==> config.mk <==
export PLATFORM = sky130hd
export DESIGN_NAME = ccl_comparator_ctrl
export DESIGN_NICKNAME = d
export VERILOG_FILES = /design/src/rtl/ccl_pkg.sv /design/src/rtl/ccl_sync_edge.sv /design/src/rtl/ccl_comparator_ctrl.sv
export SDC_FILE = /design/constraint.sdc
export NUM_CORES = 1
export LEC_CHECK = 0
export ABC_AREA = 0
export BUFFER_PORTS_ARGS = -buffer_cell sky130_fd_sc_hd__buf_2
export CAP_MARGIN = 30
export CORE_MARGIN = 3
export CORE_UTILIZATION = 35
export DETAILED_ROUTE_END_ITERATION = 8
export PLACE_DENSITY = 0.69
export SYNTH_ARGS = -nofsm -noshare
export SYNTH_HDL_FRONTEND = slang
export SYNTH_HIERARCHICAL = 1
export SYNTH_SLANG_ARGS = --single-unit
==> constraint.sdc <==
create_clock -name pclk -period 2.72 [get_ports pclk]
set_clock_uncertainty 0.2 [all_clocks]
set_input_delay 0.136 -clock pclk [delete_from_list [all_inputs] [get_ports pclk]]
set_output_delay 0.136 -clock pclk [all_outputs]
set_load 0.05 [all_outputs]
==> src/rtl/ccl_pkg.sv <==
package ccl_pkg;
  // Register indices; byte address is four times the index
  localparam logic [9:0] IDX_ADC_CONTROL_B = 10'h07B;
  localparam logic [9:0] IDX_DIG_IN_DIS_0  = 10'h07E;
  localparam logic [9:0] IDX_CMP_CTRL_STAT = 10'h050;
  localparam logic [9:0] IDX_INT_STATUS    = 10'h080;
  localparam logic [9:0] IDX_INT_MASK      = 10'h081;

  // Comparator control and status fields
  localparam int CS_POWER_OFF = 7;
  localparam int CS_IREF_SEL  = 6;
  localparam int CS_RESULT    = 5;
  localparam int CS_IRQ_FLAG  = 4;
  localparam int CS_IRQ_EN    = 3;
  localparam int CS_CAP_EN    = 2;
  localparam int CS_MODE_LO   = 0;

  // Control register B fields
  localparam int  CB_MUX_EN   = 6;
  localparam int  CB_LEVEL_LO = 4;
  localparam logic [7:0] CB_RW_MASK = 8'hF7;

  // Digital input disable fields
  localparam int DD_POS_OFF = 7;
  localparam int DD_NEG_OFF = 6;

  // Interrupt status layout
  localparam int IS_SELECTED = 0;
  localparam int IS_RISE     = 1;
  localparam int IS_FALL     = 2;
  localparam int IS_W        = 3;

  localparam logic [7:0] RESET_BYTE = 8'h00;

  typedef enum logic [1:0] {
    CCL_MODE_TOGGLE = 2'h0,
    CCL_MODE_RSVD   = 2'h1,
    CCL_MODE_FALL   = 2'h2,
    CCL_MODE_RISE   = 2'h3
  } ccl_mode_t;

  localparam logic [1:0] REF_SRC_INTERNAL = 2'h3;
  localparam int         LAST_CHANNEL     = 10;
endpackage : ccl_pkg

==> src/rtl/ccl_sync_edge.sv <==
`timescale 1ns/100ps
`default_nettype none
module ccl_sync_edge (
  input  wire logic pclk,
  input  wire logic presetn,
  input  wire logic raw_in,
  output logic      level,
  output logic      rise,
  output logic      fall,
  output logic      toggle
);
  typedef struct packed {
    logic stage1;
    logic stage2;
    logic prev;
  } ccl_sync_t;

  ccl_sync_t st;
  ccl_sync_t next_st;

  // Two-flop synchroniser plus a delayed copy for edge detection
  always_comb begin
    next_st        = st;
    next_st.stage1 = raw_in;
    next_st.stage2 = st.stage1;
    next_st.prev   = st.stage2;
  end

  always_ff @(posedge pclk or negedge presetn) begin
    if (!presetn) begin
      st <= '0;
    end else begin
      st <= next_st;
    end
  end

  assign level  = st.stage2;
  assign rise   = st.stage2 & ~st.prev;
  assign fall   = ~st.stage2 & st.prev;
  assign toggle = st.stage2 ^ st.prev;
endmodule : ccl_sync_edge
`default_nettype wire

==> src/rtl/ccl_comparator_ctrl.sv <==
// Decided for this implementation: the APB register port.
`timescale 1ns/100ps
`default_nettype none
module ccl_comparator_ctrl #(
  parameter int          NCH     = 11,
  parameter int          VW      = 12,
  parameter logic [11:0] REF_MV  = 12'hA00
) (
  input  wire logic              pclk,
  input  wire logic              presetn,
  input  wire logic              psel,
  input  wire logic              penable,
  input  wire logic              pwrite,
  input  wire logic [11:0]       paddr,
  input  wire logic [31:0]       pwdata,
  output logic      [31:0]       prdata,
  output logic                   pready,
  output logic                   pslverr,
  input  wire logic [NCH*VW-1:0] adc_pin_mv,
  input  wire logic [VW-1:0]     cmp_pos_pin,
  input  wire logic [VW-1:0]     cmp_neg_pin,
  input  wire logic              converter_enable,
  input  wire logic [4:0]        channel_select,
  input  wire logic [1:0]        ref_source_field,
  input  wire logic              global_irq_enable,
  input  wire logic              irq_vector_ack,
  input  wire logic              pos_pin_port_in,
  input  wire logic              neg_pin_port_in,
  output logic                   cmp_raw_result,
  output logic                   cmp_power_down,
  output logic                   cmp_irq_req,
  output logic                   capture_in,
  output logic                   pos_pin_input_off,
  output logic                   neg_pin_input_off,
  output logic                   pos_pin_read,
  output logic                   neg_pin_read,
  output logic                   irq
);
  typedef struct packed {
    logic [7:0]              adcb;
    logic [7:0]              didr;
    logic                    power_off;
    logic                    iref_sel;
    logic                    irq_flag;
    logic                    irq_en;
    logic                    cap_en;
    logic [1:0]              mode;
    logic [ccl_pkg::IS_W-1:0] int_status;
    logic [ccl_pkg::IS_W-1:0] int_mask;
    logic [31:0]             prdata;
    logic                    pready;
    logic                    pslverr;
    logic                    raw_result;
    logic                    irq_req;
    logic                    capture;
    logic                    pos_read;
    logic                    neg_read;
    logic                    irq;
  } ccl_state_t;

  ccl_state_t st;
  ccl_state_t next_st;

  logic          cmp_result;
  logic          edge_rise;
  logic          edge_fall;
  logic          edge_toggle;
  logic          compare_now;
  logic          evt;
  logic          access;
  logic          wr_acc;
  logic [9:0]    idx;
  logic [VW-1:0] pos_mv;
  logic [VW-1:0] neg_mv;

  function automatic logic [VW-1:0] pick_pos(
    input logic              mux_en,
    input logic              conv_en,
    input logic [4:0]        chan,
    input logic [NCH*VW-1:0] pins,
    input logic [VW-1:0]     dedicated
  );
    logic [VW-1:0] v;
    v = dedicated;
    if (mux_en && !conv_en) begin
      if (int'(chan) <= ccl_pkg::LAST_CHANNEL && int'(chan) < NCH) begin
        v = pins[int'(chan)*VW +: VW];
      end else begin
        v = '0;
      end
    end
    return v;
  endfunction : pick_pos

  function automatic logic [VW-1:0] pick_neg(
    input logic          iref,
    input logic [1:0]    src,
    input logic [1:0]    level,
    input logic [VW-1:0] dedicated
  );
    logic [VW-1:0] v;
    v = dedicated;
    if (iref) begin
      if (src == ccl_pkg::REF_SRC_INTERNAL) begin
        v = VW'(REF_MV) >> level;
      end else begin
        v = '1;
      end
    end
    return v;
  endfunction : pick_neg

  function automatic logic [31:0] read_word(input ccl_state_t s, input logic res,
                                            input logic [9:0] i);
    logic [31:0] w;
    w = '0;
    unique case (i)
      ccl_pkg::IDX_ADC_CONTROL_B: w[7:0] = s.adcb;
      ccl_pkg::IDX_DIG_IN_DIS_0:  w[7:0] = s.didr;
      ccl_pkg::IDX_CMP_CTRL_STAT: w[7:0] = {s.power_off, s.iref_sel, res, s.irq_flag,
                                            s.irq_en, s.cap_en, s.mode};
      ccl_pkg::IDX_INT_STATUS:    w[ccl_pkg::IS_W-1:0] = s.int_status;
      ccl_pkg::IDX_INT_MASK:      w[ccl_pkg::IS_W-1:0] = s.int_mask;
      default:                    w = '0;
    endcase
    return w;
  endfunction : read_word

  function automatic logic mapped(input logic [9:0] i);
    return i == ccl_pkg::IDX_ADC_CONTROL_B || i == ccl_pkg::IDX_DIG_IN_DIS_0 ||
           i == ccl_pkg::IDX_CMP_CTRL_STAT || i == ccl_pkg::IDX_INT_STATUS ||
           i == ccl_pkg::IDX_INT_MASK;
  endfunction : mapped

  // Analog input selection and comparison
  assign pos_mv = pick_pos(st.adcb[ccl_pkg::CB_MUX_EN], converter_enable, channel_select,
                           adc_pin_mv, cmp_pos_pin);
  assign neg_mv = pick_neg(st.iref_sel, ref_source_field,
                           st.adcb[ccl_pkg::CB_LEVEL_LO +: 2], cmp_neg_pin);
  assign compare_now = !st.power_off && (pos_mv > neg_mv);

  ccl_sync_edge u_sync (
    .pclk    (pclk),
    .presetn (presetn),
    .raw_in  (compare_now),
    .level   (cmp_result),
    .rise    (edge_rise),
    .fall    (edge_fall),
    .toggle  (edge_toggle)
  );

  // Event selection by edge mode
  always_comb begin
    unique case (ccl_pkg::ccl_mode_t'(st.mode))
      ccl_pkg::CCL_MODE_TOGGLE: evt = edge_toggle;
      ccl_pkg::CCL_MODE_FALL:   evt = edge_fall;
      ccl_pkg::CCL_MODE_RISE:   evt = edge_rise;
      ccl_pkg::CCL_MODE_RSVD:   evt = 1'b0;
    endcase
  end

  assign idx    = paddr[11:2];
  assign access = psel && penable && st.pready;
  assign wr_acc = access && pwrite && mapped(idx) && paddr[1:0] == 2'h0;

  always_comb begin
    next_st = st;
    // One wait state per access
    next_st.pready  = psel && penable && !st.pready;
    next_st.pslverr = psel && penable && !st.pready &&
                      (!mapped(idx) || paddr[1:0] != 2'h0);
    if (psel && penable && !st.pready) begin
      next_st.prdata = (pwrite || paddr[1:0] != 2'h0) ? '0 : read_word(st, cmp_result, idx);
    end
    if (wr_acc) begin
      unique case (idx)
        ccl_pkg::IDX_ADC_CONTROL_B: next_st.adcb = pwdata[7:0] & ccl_pkg::CB_RW_MASK;
        ccl_pkg::IDX_DIG_IN_DIS_0:  next_st.didr = pwdata[7:0];
        ccl_pkg::IDX_CMP_CTRL_STAT: begin
          next_st.power_off = pwdata[ccl_pkg::CS_POWER_OFF];
          next_st.iref_sel  = pwdata[ccl_pkg::CS_IREF_SEL];
          next_st.irq_en    = pwdata[ccl_pkg::CS_IRQ_EN];
          next_st.cap_en    = pwdata[ccl_pkg::CS_CAP_EN];
          next_st.mode      = pwdata[ccl_pkg::CS_MODE_LO +: 2];
          if (pwdata[ccl_pkg::CS_IRQ_FLAG]) begin
            next_st.irq_flag = 1'b0;
          end
        end
        ccl_pkg::IDX_INT_STATUS: next_st.int_status = st.int_status &
                                                      ~pwdata[ccl_pkg::IS_W-1:0];
        ccl_pkg::IDX_INT_MASK:   next_st.int_mask = pwdata[ccl_pkg::IS_W-1:0];
        default: next_st.int_mask = st.int_mask;
      endcase
    end
    if (irq_vector_ack) begin
      next_st.irq_flag = 1'b0;
    end
    // Hardware set wins over any clear in the same cycle
    if (evt) begin
      next_st.irq_flag = 1'b1;
    end
    next_st.int_status = next_st.int_status | {edge_fall, edge_rise, evt};
    next_st.irq_req    = next_st.irq_flag && next_st.irq_en && global_irq_enable;
    next_st.irq        = |(next_st.int_status & next_st.int_mask);
    next_st.raw_result = compare_now;
    next_st.capture    = next_st.cap_en && cmp_result;
    next_st.pos_read   = pos_pin_port_in && !next_st.didr[ccl_pkg::DD_POS_OFF];
    next_st.neg_read   = neg_pin_port_in && !next_st.didr[ccl_pkg::DD_NEG_OFF];
  end

  always_ff @(posedge pclk or negedge presetn) begin
    if (!presetn) begin
      st <= '0;
    end else begin
      st <= next_st;
    end
  end

  assign prdata            = st.prdata;
  assign pready            = st.pready;
  assign pslverr           = st.pslverr;
  assign cmp_raw_result    = st.raw_result;
  assign cmp_power_down    = st.power_off;
  assign cmp_irq_req       = st.irq_req;
  assign capture_in        = st.capture;
  assign pos_pin_input_off = st.didr[ccl_pkg::DD_POS_OFF];
  assign neg_pin_input_off = st.didr[ccl_pkg::DD_NEG_OFF];
  assign pos_pin_read      = st.pos_read;
  assign neg_pin_read      = st.neg_read;
  assign irq               = st.irq;
endmodule : ccl_comparator_ctrl
`default_nettype wire

==> impl_metrics.xml, run 1 <==
<?xml version="1.0" encoding="UTF-8"?>
<metrics>
  <group name="run_status">
    <metric name="run_status" unit="">finished, final reports clean</metric>
  </group>
  <group name="grt">
    <metric name="globalRouteTotalUtil" unit="%">20.8</metric>
    <metric name="grt_use_met2" unit="%">39.1</metric>
    <metric name="grt_first_pass_wirelength" unit="mm">20.5</metric>
    <metric name="grtUsageMet1" unit="%">22.0</metric>
    <metric name="globalRoute.busiestLayer" unit="">met2</metric>
    <metric name="grt_pass1_vias" unit="">4061</metric>
    <metric name="overflow" unit="">0</metric>
    <metric name="grt_start_max_net_pins" unit="">37</metric>
    <metric name="initial_antenna_violation_count" unit="">2</metric>
    <metric name="gr-usage-met3" unit="%">4.66</metric>
  </group>
  <group name="critical_path">
    <metric name="crit_path_end_kind" unit="">flop</metric>
    <metric name="critical_path_arrival" unit="ns">2.58</metric>
    <metric name="timing.setup.critical_path_class" unit="">in -&gt; reg</metric>
    <metric name="worst_ep_required_time" unit="ns">2.73</metric>
    <metric name="start_kind" unit="">input port</metric>
    <metric name="critical_path_peak_fanout" unit="">14</metric>
  </group>
  <group name="clocking">
    <metric name="cts_max_level" unit="">2</metric>
    <metric name="root_buffer" unit="">clkbuf_8</metric>
    <metric name="clock_sinks" unit="">47</metric>
    <metric name="clkLatencyLatePin" unit="ns">0.31</metric>
    <metric name="tritoncts" unit="">built</metric>
    <metric name="cts-root-to-sink-buffers" unit="">2</metric>
    <metric name="postCtsSetupBuffers" unit="">0</metric>
    <metric name="clk_pin_slew" unit="ns">0.09</metric>
    <metric name="tritoncts.num_buffers" unit="">5</metric>
  </group>
  <group name="synthesis">
    <metric name="synth-warning-count" unit="">6</metric>
    <metric name="proportion_of_synthesized_flip_flops_having_asynchronous_set_or_reset" unit="%">100</metric>
    <metric name="synth.avg_cell_area" unit="um2">10.7</metric>
    <metric name="synth-seq-cells" unit="">47</metric>
    <metric name="netlist-cell-type-count" unit="">52</metric>
    <metric name="syn_inst" unit="">356</metric>
    <metric name="ys_dominant_reg_cell" unit="">dfrtp_1</metric>
    <metric name="ys_seq_area_share" unit="%">30.8</metric>
    <metric name="netlist_area" unit="mm2">0.00382</metric>
    <metric name="number_of_flops_mapped_to_enable_cells_by_yosys" unit="">0</metric>
  </group>
  <group name="floorplan">
    <metric name="io-pin-count" unit="">260</metric>
    <metric name="die_ar" unit="mm2">0.0122</metric>
    <metric name="num_rows" unit="">37</metric>
    <metric name="fp.coreArea" unit="mm2">0.0105</metric>
    <metric name="die_width" unit="um">110</metric>
    <metric name="die_y" unit="um">110</metric>
    <metric name="start_util" unit="%">36.5</metric>
  </group>
  <group name="min_path">
    <metric name="hold_path_class" unit="">in -&gt; async</metric>
  </group>
  <group name="pwr">
    <metric name="p_leak" unit="nW">2.80</metric>
    <metric name="worst_vdd_rail_ir_drop" unit="V">0.000225</metric>
    <metric name="p_total" unit="mW">1.80</metric>
    <metric name="power.density_cell_area" unit="mW/mm2">337</metric>
  </group>
  <group name="sta">
    <metric name="fmax" unit="MHz">388</metric>
    <metric name="timing.final.crit_period" unit="ns">2.58</metric>
    <metric name="setup_viol" unit="">0</metric>
    <metric name="final_min_period_over_clock_period" unit="%">94.7</metric>
    <metric name="max_slew.worst_pin.slew" unit="ns">0.681</metric>
    <metric name="final.setup.tns" unit="ns">0</metric>
    <metric name="finalHoldViolations" unit="">0</metric>
    <metric name="number_of_max_slew_violations_in_the_final_report" unit="">0</metric>
    <metric name="setup_slack" unit="ns">0.143</metric>
    <metric name="worst_case_headroom_to_the_max_slew_limit" unit="%">54.3</metric>
  </group>
  <group name="detailed_routing">
    <metric name="dr_total_vias" unit="">3693</metric>
    <metric name="firstDrtPassIters" unit="">4</metric>
    <metric name="vias_per_cell" unit="">5.07</metric>
    <metric name="route.detailed.drc" unit="">0</metric>
    <metric name="initialDrtViolationCount" unit="">189</metric>
    <metric name="route.final.wire_length" unit="mm">13.1</metric>
    <metric name="detail-route-antenna-nets" unit="">0</metric>
    <metric name="routed_wire_length_per_instance" unit="um">17.9</metric>
  </group>
  <group name="place">
    <metric name="dp.cells" unit="">702</metric>
    <metric name="detailed_place_hpwl" unit="mm">11.4</metric>
    <metric name="finalWeightedCongestion" unit="">0.844</metric>
    <metric name="placement.setup.worst_slack" unit="ns">-0.287</metric>
    <metric name="io_buffers" unit="">211</metric>
  </group>
  <group name="cells_and_area">
    <metric name="final_layout_size_suffix_gt1_share" unit="%">51.4</metric>
    <metric name="flow.area_growth_from_synthesis" unit="%">40.0</metric>
    <metric name="final_standard_cell_count_with_taps_included_and_fillers_excluded" unit="">729</metric>
    <metric name="num-fill-cells" unit="">982</metric>
    <metric name="finalNetCount" unit="">821</metric>
    <metric name="post-route-util" unit="%">51.1</metric>
  </group>
  <group name="job">
    <metric name="cap_violations" unit="">0</metric>
  </group>
</metrics>
## synth_stat cells, drive strengths merged (7+ instances only)
master  instances  area share [%]
clkbuf         13             1.3
mux4           24              14
dfrtp          47              31
mux2           18             5.3
mux2i          29             7.6
inv            15             1.5
nand2          29             3.2
ha             14             4.6
nor2           10            0.98
o21ai          17             2.2
o221ai         13             3.0
a22o           12             2.8
buf            40             7.4
a21o            7             1.4
## critical path, cell delays in order
cell and delay, ns:
buf_2 0.13, buf_12 0.16, buf_8 0.14, mux4_2 0.51, mux2i_1 0.15, o221ai_1 0.14, a22o_1 0.22, ha_1 0.27
nand4_1 0.12, or2_2 0.34, a311oi_2 0.25
## path summary, 6_finish.rpt
path | depth (start not counted) | slack (ns) | endpoint | from
worst max-delay path | 11 | 0.14 | u_sync/next_st[1] | channel_select[0]
worst min-delay path | 2 | 0.04 | prdata[5] | presetn
worst max register to register | 10 | 0.34 | u_sync/next_st[1] | st[67]
worst min register to register | 0 | 0.16 | u_sync/level | u_sync/next_st[1]
max in group asynchronous | 3 | 1.81 | st[44] | presetn
min in group pclk | 5 | 0.04 | st[44] | paddr[10]
## flip-flops by register name, summed over array words and instances, names as in the netlist
register,cells
prdata,8
u_sync/st,1
pos_pin_read,1
cmp_power_down,1
pos_pin_input_off,1
neg_pin_input_off,1
neg_pin_read,1
irq,1
u_sync/level,1
cmp_irq_req,1
capture_in,1
cmp_raw_result,1
st,25
pslverr,1
pready,1
u_sync/next_st,1
## final cells by class
cell class / count / area, um2 / area share (%)
inverters: 15 / 56.3 / 1.05
clock buffers: 5 / 68.8 / 1.29
multi-input cells: 264 / 2350 / 43.9
repair buffers: 257 / 1480 / 27.7
diodes: 2 / 5.00 / 0.0936
clock inverters: 3 / 43.8 / 0.819
well taps: 136 / 170 / 3.18
flip-flops and latches: 47 / 1180 / 22.0
## timing repair
item | CTS | global route
endpoints found under the hold margin | 75 | 0
endpoints found under the setup margin | 0 | 2
hold buffers | 17 | 0
gates resized for setup | 0 | 5
## power by group
group	internal, mW	switching, mW	leakage (nW)	total, mW
registers	0.712	0.0101	0.624	0.722
logic	0.277	0.287	2.11	0.564
clock network	0.274	0.241	0.0581	0.515
## stage by stage
step	hold WS (ns)	area, um2
final	0.0369	5350
after global routing	0.0447	5350
after CTS	0.0292	5330
after detailed placement	-0.170	5040
after global placement	0.133	5020
after floorplan	-0.360	3930
## routing by layer
layer	vias up	routed length, um	part of all wire (%)
met3	29	928	7.1
met5	-	0	0
met1	1711	4600	35
met4	0	454	3.5
met2	165	7090	54
li1	1788	-	-
## placed cells by master (no fill, tap or decap), types with 2 or more instances in the layout
cell type and instances:
or2_2 2, nand2_1 27, dfrtp_1 47, and4_1 2, a222oi_1 4, a21o_1 7
o31ai_1 4, nor3_1 2, mux2i_1 29, buf_2 211, ha_1 14, o2bb2ai_1 4
diode_2 2, o21a_1 3, dlygate4sd3_1 17, mux2_2 18, o221ai_1 13, a22o_1 12
conb_1 24, nand3b_1 2, clkbuf_8 5, or3b_2 2, a21oi_1 4, nand3_1 5
a221oi_1 3, o22ai_1 4, buf_4 25, buf_12 2, nand4_1 4, a22oi_1 2
nand2_4 2, nor4_4 2, mux4_2 24, a31o_2 2, nor2_1 10, inv_1 15
o21ai_0 16
## cell families (layout without fill, tap and decap cells)
group,Yosys count,count (layout),synth area share [%]
other,1,26,0.0981
and+or+nand+nor,73,73,11.3
DFF,47,47,30.8
adders and majority gates,14,14,4.58
buffers and inverters,68,280,10.2
AOI/OAI and AO/OA,82,82,16.0
muxes,71,71,27.0
Note: power is estimated with default switching activity, not from simulation.
==> inputs of run 2 (changes only) <==
CORE_ASPECT_RATIO = 1.75   (was unset)
HOLD_SLACK_MARGIN = 0.06   (was unset)
==> run 2 against run 1 <==
Compared with the run above:
- via count up 4.3%
- flip-flop and latch count unchanged
- sequential share of layout area down 0.29 points
- count of clock-buffer cells in the layout unchanged
- design area up 1.3%
- power up 12%
- worst setup slack worse by 0.042 ns
- highest routed layer unchanged
- fmax down 1.6%
- critical path depth up 1
==> impl_metrics.xml, run 2 (synthesis gave the netlist of run 1 again) <==
<?xml version="1.0" encoding="UTF-8"?>
<metrics>
  <group name="cells_and_area">
    <metric name="flow.area_growth_from_synthesis" unit="%">41.8</metric>
    <metric name="fin_area" unit="mm2">0.00542</metric>
    <metric name="post-route-util" unit="%">51.7</metric>
    <metric name="max_flop_register" unit="">st</metric>
    <metric name="layout.cells.most_common_list" unit="">210 x buf_2, 47 x dfrtp_1, 29 x mux2i_1</metric>
    <metric name="num-fill-cells" unit="">981</metric>
    <metric name="layout.cells.most_common" unit="">buf_2</metric>
    <metric name="finalNetCount" unit="">819</metric>
    <metric name="final_layout_size_suffix_gt1_share" unit="%">50.9</metric>
    <metric name="largest_reg_flops" unit="">25</metric>
  </group>
  <group name="place">
    <metric name="finalWeightedCongestion" unit="">0.882</metric>
    <metric name="placed_cell_area" unit="mm2">0.00499</metric>
    <metric name="io_buffers" unit="">211</metric>
    <metric name="detailed_place_hpwl" unit="mm">11.8</metric>
  </group>
  <group name="critical_path">
    <metric name="critPathSlowestCell" unit="">mux4_2</metric>
    <metric name="worst_ep_required_time" unit="ns">2.72</metric>
    <metric name="crit_path_max_incr_delay" unit="ns">0.51</metric>
    <metric name="critical_path_peak_fanout" unit="">10</metric>
    <metric name="crit_path_end_kind" unit="">flop</metric>
    <metric name="r2r_setup_slack" unit="ns">0.31</metric>
    <metric name="path_cells" unit="">clkbuf_4, clkbuf_16, mux4_2, mux2i_1, o221ai_1, a22o_1, ha_1, nand4_1, buf_4, nor2_1, o21ai_1, a311oi_2</metric>
    <metric name="number_of_buffers_and_inverters_on_the_critical_path" unit="">3</metric>
    <metric name="start_kind" unit="">input port</metric>
    <metric name="timing.setup.critical_path_class" unit="">in -&gt; reg</metric>
    <metric name="critical_path_arrival" unit="ns">2.62</metric>
    <metric name="critPathTopFamily" unit="">compound AO/OA/AOI/OAI gates</metric>
    <metric name="rr_endpoint" unit="">u_sync/next_st[1]</metric>
    <metric name="reg2regPathDepth" unit="">10</metric>
    <metric name="startpoint_of_the_lowest_slack_register_to_register_path" unit="">st[67]</metric>
  </group>
  <group name="clocking">
    <metric name="tritoncts" unit="">built</metric>
    <metric name="clkLatencyLatePin" unit="ns">0.29</metric>
    <metric name="clk_pin_slew" unit="ns">0.07</metric>
    <metric name="cts_max_level" unit="">2</metric>
    <metric name="cts-root-to-sink-buffers" unit="">2</metric>
    <metric name="tritoncts.num_buffers" unit="">5</metric>
    <metric name="clock_sinks" unit="">47</metric>
    <metric name="root_buffer" unit="">clkbuf_16</metric>
  </group>
  <group name="sta">
    <metric name="final.setup.tns" unit="ns">0</metric>
    <metric name="max_slew.worst_pin.slew" unit="ns">0.620</metric>
    <metric name="final_min_period_over_clock_period" unit="%">96.3</metric>
    <metric name="unrepaired_setup_endpoints_after_global_routing" unit="">no</metric>
    <metric name="finalHoldViolations" unit="">0</metric>
    <metric name="fmax" unit="MHz">382</metric>
    <metric name="timing.final.crit_period" unit="ns">2.62</metric>
    <metric name="number_of_max_slew_violations_in_the_final_report" unit="">0</metric>
    <metric name="worst_case_headroom_to_the_max_slew_limit" unit="%">58.4</metric>
    <metric name="setup_viol" unit="">0</metric>
  </group>
  <group name="floorplan">
    <metric name="die_y" unit="um">144</metric>
    <metric name="num_rows" unit="">49</metric>
    <metric name="start_util" unit="%">36.4</metric>
    <metric name="io-pin-count" unit="">260</metric>
    <metric name="fp.coreArea" unit="mm2">0.0105</metric>
    <metric name="die_ar" unit="mm2">0.0123</metric>
    <metric name="die_width" unit="um">85.0</metric>
  </group>
  <group name="min_path">
    <metric name="hp-start" unit="">paddr[11]</metric>
    <metric name="hold_path_class" unit="">in -&gt; reg</metric>
    <metric name="hold-path-cell-count" unit="">5</metric>
    <metric name="whs_endpoint" unit="">st[44]</metric>
  </group>
  <group name="detailed_routing">
    <metric name="vias_per_cell" unit="">5.36</metric>
    <metric name="route.detailed.drc" unit="">0</metric>
    <metric name="routed_wire_length_per_instance" unit="um">19.4</metric>
    <metric name="route.final.wire_length" unit="mm">13.9</metric>
    <metric name="dr_total_vias" unit="">3853</metric>
    <metric name="firstDrtPassIters" unit="">4</metric>
    <metric name="detail-route-antenna-nets" unit="">0</metric>
    <metric name="initialDrtViolationCount" unit="">168</metric>
  </group>
  <group name="grt">
    <metric name="grt_first_pass_wirelength" unit="mm">20.9</metric>
    <metric name="grt_pass1_vias" unit="">4083</metric>
    <metric name="grt_start_max_net_pins" unit="">39</metric>
    <metric name="globalRouteTotalUtil" unit="%">22.1</metric>
    <metric name="overflow" unit="">0</metric>
    <metric name="initial_antenna_violation_count" unit="">1</metric>
  </group>
  <group name="job">
    <metric name="cap_violations" unit="">0</metric>
  </group>
  <group name="pwr">
    <metric name="power.density_cell_area" unit="mW/mm2">372</metric>
    <metric name="p_total" unit="mW">2.02</metric>
    <metric name="worst_vdd_rail_ir_drop" unit="V">0.000434</metric>
    <metric name="p_leak" unit="nW">2.83</metric>
  </group>
  <group name="run_status">
    <metric name="run_status" unit="">finished, final reports clean</metric>
  </group>
</metrics>
==> run 2: routing by layer <==
layer,GRT usage (%),vias up,routed length (um)
met1,25.4,1816,4920
met5,0,-,0
met2,40.7,229,7370
met4,7.92,0,412
met3,3.65,27,1230
li1,-,1781,-
==> run 2: cell type report <==
| type | count | area, um2 | share of cell area [%] |
|---|---|---|---|
| Inverter | 15 | 56.3 | 1.04 |
| Sequential cell | 47 | 1180 | 21.7 |
| Timing Repair Buffer | 255 | 1500 | 27.7 |
| Multi-Input combinational cell | 264 | 2350 | 43.3 |
| Clock buffer | 5 | 125 | 2.31 |
| Antenna cell | 3 | 7.51 | 0.139 |
| Tap cell | 127 | 159 | 2.93 |
| Clock inverter | 3 | 47.5 | 0.877 |
==> run 2: power breakdown <==
| group | leakage (nW) | total [mW] | internal (mW) | switching (mW) |
|---|---|---|---|---|
| Sequential | 0.624 | 0.721 | 0.713 | 0.00783 |
| Clock | 0.0844 | 0.721 | 0.439 | 0.282 |
| Combinational | 2.12 | 0.576 | 0.279 | 0.296 |
==> run 2: worst min-delay path, cell delays in order <==
cell and delay [ns]:
buf_2 0.10, nor2_1 0.07, nand4b_1 0.10, a21oi_1 0.07, inv_1 0.05
==> run 2: metrics by stage <==
stage | std cells | hold slack (ns) | setup slack, ns
2_1_floorplan | 379 | -0.360 | 0.000906
3_3_place_gp | 686 | 0.137 | -0.166
3_5_place_dp | 687 | -0.183 | -0.258
4_1_cts | 714 | 0.0682 | 0.0570
5_1_grt | 717 | 0.100 | 0.00325
6_report | 719 | 0.0668 | 0.101
==> run 2: worst max path at each step <==
| stage | startpoint | cells after the start | to |
|---|---|---|---|
| 2_1_floorplan | channel_select[0] | 11 | cmp_raw_result |
| 3_3_place_gp | channel_select[0] | 12 | cmp_raw_result |
| 3_5_place_dp | channel_select[0] | 12 | u_sync/next_st[1] |
| 4_1_cts | channel_select[0] | 12 | u_sync/next_st[1] |
| 5_1_grt | channel_select[0] | 12 | u_sync/next_st[1] |
| 6_report | channel_select[0] | 12 | u_sync/next_st[1] |
==> run 2: what timing repair did <==
action / in CTS / in global routing
buffers inserted: 0 / 0
gates resized for setup: 0 / 4
hold endpoints to repair: 77 / 0
hold buffers: 19 / 0
setup endpoints to repair: 0 / 2
==> inputs of run 3 (changes only) <==
clock period = 2.9 ns   (was 2.72 ns; I/O delays follow)
==> run 3 against run 2 <==
Compared with the run above:
- final cell count is 1.5% lower
- worst hold slack improved by 0.0079 ns
- global-route usage is 0.84 points lower
- via count shrank 0.99%
- combinational power shrank 9.4%
- sequential power fell by 6.0%
- sequential share of layout area increased by 0.50 points
- critical path type unchanged
- power decreased by 6.6%
- non-clock buffer count decreased by 11
- flip-flop and latch count did not move
==> impl_metrics.xml, run 3 (synthesis gave the netlist of run 1 again) <==
<?xml version="1.0" encoding="UTF-8"?>
<metrics>
  <group name="run_status">
    <metric name="run_status" unit="">finished, final reports clean</metric>
  </group>
  <group name="detailed_routing">
    <metric name="dr_total_vias" unit="">3815</metric>
    <metric name="routed_wire_length_per_instance" unit="um">18.7</metric>
    <metric name="detail-route-antenna-nets" unit="">0</metric>
    <metric name="route.detailed.drc" unit="">0</metric>
    <metric name="firstDrtPassIters" unit="">5</metric>
    <metric name="vias_per_cell" unit="">5.39</metric>
    <metric name="route.final.wire_length" unit="mm">13.3</metric>
    <metric name="initialDrtViolationCount" unit="">177</metric>
  </group>
  <group name="sta">
    <metric name="number_of_max_slew_violations_in_the_final_report" unit="">0</metric>
    <metric name="max_slew.worst_pin.slew" unit="ns">0.680</metric>
    <metric name="fmax" unit="MHz">374</metric>
    <metric name="finalHoldViolations" unit="">0</metric>
    <metric name="worst_case_headroom_to_the_max_slew_limit" unit="%">54.3</metric>
    <metric name="timing.final.crit_period" unit="ns">2.68</metric>
    <metric name="final_min_period_over_clock_period" unit="%">92.3</metric>
    <metric name="unrepaired_setup_endpoints_after_global_routing" unit="">no</metric>
    <metric name="final.setup.tns" unit="ns">0</metric>
    <metric name="setup_viol" unit="">0</metric>
  </group>
  <group name="clocking">
    <metric name="clock_sinks" unit="">47</metric>
    <metric name="postCtsSetupBuffers" unit="">0</metric>
    <metric name="tritoncts" unit="">built</metric>
    <metric name="cts-root-to-sink-buffers" unit="">2</metric>
    <metric name="clk_pin_slew" unit="ns">0.06</metric>
    <metric name="cts_max_level" unit="">2</metric>
    <metric name="clkLatencyLatePin" unit="ns">0.29</metric>
    <metric name="tritoncts.num_buffers" unit="">5</metric>
    <metric name="root_buffer" unit="">clkbuf_16</metric>
  </group>
  <group name="cells_and_area">
    <metric name="combined_flip_flop_and_latch_cell_area" unit="mm2">0.00118</metric>
    <metric name="layout.cells.most_common_list" unit="">211 x buf_2, 47 x dfrtp_1, 29 x mux2i_1</metric>
    <metric name="layout.cells.most_common" unit="">buf_2</metric>
    <metric name="multi_input_comb_area" unit="mm2">0.00235</metric>
    <metric name="final_layout_size_suffix_gt1_share" unit="%">50.2</metric>
    <metric name="post-route-util" unit="%">50.5</metric>
    <metric name="finalNetCount" unit="">808</metric>
    <metric name="max_flop_register" unit="">st</metric>
    <metric name="largest_reg_flops" unit="">25</metric>
    <metric name="flow.area_growth_from_synthesis" unit="%">38.7</metric>
    <metric name="num-fill-cells" unit="">966</metric>
  </group>
  <group name="floorplan">
    <metric name="num_rows" unit="">49</metric>
    <metric name="die_ar" unit="mm2">0.0123</metric>
    <metric name="io-pin-count" unit="">260</metric>
    <metric name="die_y" unit="um">144</metric>
    <metric name="die_width" unit="um">85.0</metric>
    <metric name="start_util" unit="%">36.4</metric>
    <metric name="fp.coreArea" unit="mm2">0.0105</metric>
  </group>
  <group name="grt">
    <metric name="initial_antenna_violation_count" unit="">2</metric>
    <metric name="overflow" unit="">0</metric>
    <metric name="grt_first_pass_wirelength" unit="mm">20.3</metric>
    <metric name="grt_pass1_vias" unit="">4037</metric>
    <metric name="grt_start_max_net_pins" unit="">39</metric>
    <metric name="globalRouteTotalUtil" unit="%">21.2</metric>
  </group>
  <group name="pwr">
    <metric name="p_total" unit="mW">1.88</metric>
    <metric name="worst_vdd_rail_ir_drop" unit="V">0.000418</metric>
    <metric name="power.density_cell_area" unit="mW/mm2">356</metric>
    <metric name="p_leak" unit="nW">2.76</metric>
  </group>
  <group name="min_path">
    <metric name="whs_endpoint" unit="">st[44]</metric>
    <metric name="hp-start" unit="">paddr[10]</metric>
    <metric name="hold-path-cell-count" unit="">5</metric>
    <metric name="hold_path_class" unit="">in -&gt; reg</metric>
  </group>
  <group name="critical_path">
    <metric name="critical_path_peak_fanout" unit="">21</metric>
    <metric name="start_kind" unit="">input port</metric>
    <metric name="critical_path_arrival" unit="ns">2.67</metric>
    <metric name="timing.setup.critical_path_class" unit="">in -&gt; reg</metric>
    <metric name="rr_endpoint" unit="">cmp_raw_result</metric>
    <metric name="worst_ep_required_time" unit="ns">2.89</metric>
    <metric name="r2r_setup_slack" unit="ns">0.48</metric>
    <metric name="reg2regPathDepth" unit="">10</metric>
    <metric name="crit_path_end_kind" unit="">flop</metric>
    <metric name="startpoint_of_the_lowest_slack_register_to_register_path" unit="">st[67]</metric>
  </group>
  <group name="place">
    <metric name="io_buffers" unit="">211</metric>
    <metric name="finalWeightedCongestion" unit="">0.856</metric>
    <metric name="detailed_place_hpwl" unit="mm">11.5</metric>
  </group>
  <group name="job">
    <metric name="cap_violations" unit="">0</metric>
  </group>
</metrics>
run 3: cell count changes in the layout (fill, tap and decap cells not counted), sizes merged:
cell	delta
clkbuf	-2
dlygate4sd3	-1
clkinv	-1
buf	-7
run 3: how the worst max path moves through the flow:
stage | from | end | slack (ns) | cells past startpoint
4_1_cts | channel_select[0] | u_sync/next_st[1] | 0.15 | 12
5_1_grt | channel_select[0] | cmp_raw_result | 0.03 | 12
6_report | channel_select[0] | cmp_raw_result | 0.22 | 12
3_5_place_dp | channel_select[0] | cmp_raw_result | -0.15 | 12
3_3_place_gp | channel_select[0] | cmp_raw_result | -0.04 | 12
2_1_floorplan | channel_select[0] | cmp_raw_result | 0.03 | 11
run 3: per-stage QoR:
step,instance area (um2),std cells,worst slack (ns),hold WS [ns]
final,5300,708,0.223,0.0747
after global placement,4910,678,-0.0433,0.139
after floorplan,3910,379,0.0267,-0.351
after detailed placement,4930,679,-0.154,-0.173
after CTS,5290,705,0.153,0.0701
after global routing,5300,707,0.0349,0.112
run 3: metal layers:
metal,share of wire (%),wire length [um],track usage [%],vias to the layer above
li1,-,-,-,1764
met1,35,4670,23.6,1804
met2,53,7090,39.4,222
met3,8.2,1090,3.25,25
met4,3.2,421,9.51,0
met5,0,0,0,-
run 3: layout make-up:
type	instances	area share, %
inverters	15	1.06
diodes	3	0.142
repair buffers	244	25.9
well taps	127	3.00
clock buffers	6	2.62
clock inverters	2	0.732
flip-flops and latches	47	22.2
multi-input cells	264	44.3
run 3: power by group:
part | internal (mW) | switching, mW | total, mW
logic | 0.249 | 0.273 | 0.522
registers | 0.669 | 0.00953 | 0.678
clock network | 0.433 | 0.250 | 0.683
run 3: critical path, cell delays in order:
cell and delay (ns):
buf_2 0.10, buf_12 0.18, mux4_2 0.51, mux2i_1 0.15, o221ai_1 0.18, a22o_1 0.24, ha_1 0.30, a21o_1 0.12
a21o_1 0.11, a21oi_1 0.05, or2_2 0.27, a311oi_2 0.28
run 3: timing repair:
item / 4_1_cts / 5_1_grt
setup endpoints to repair: 0 / 2
endpoints found under the hold margin: 76 / 0
hold buffers: 18 / 0
resized for setup: 0 / 1
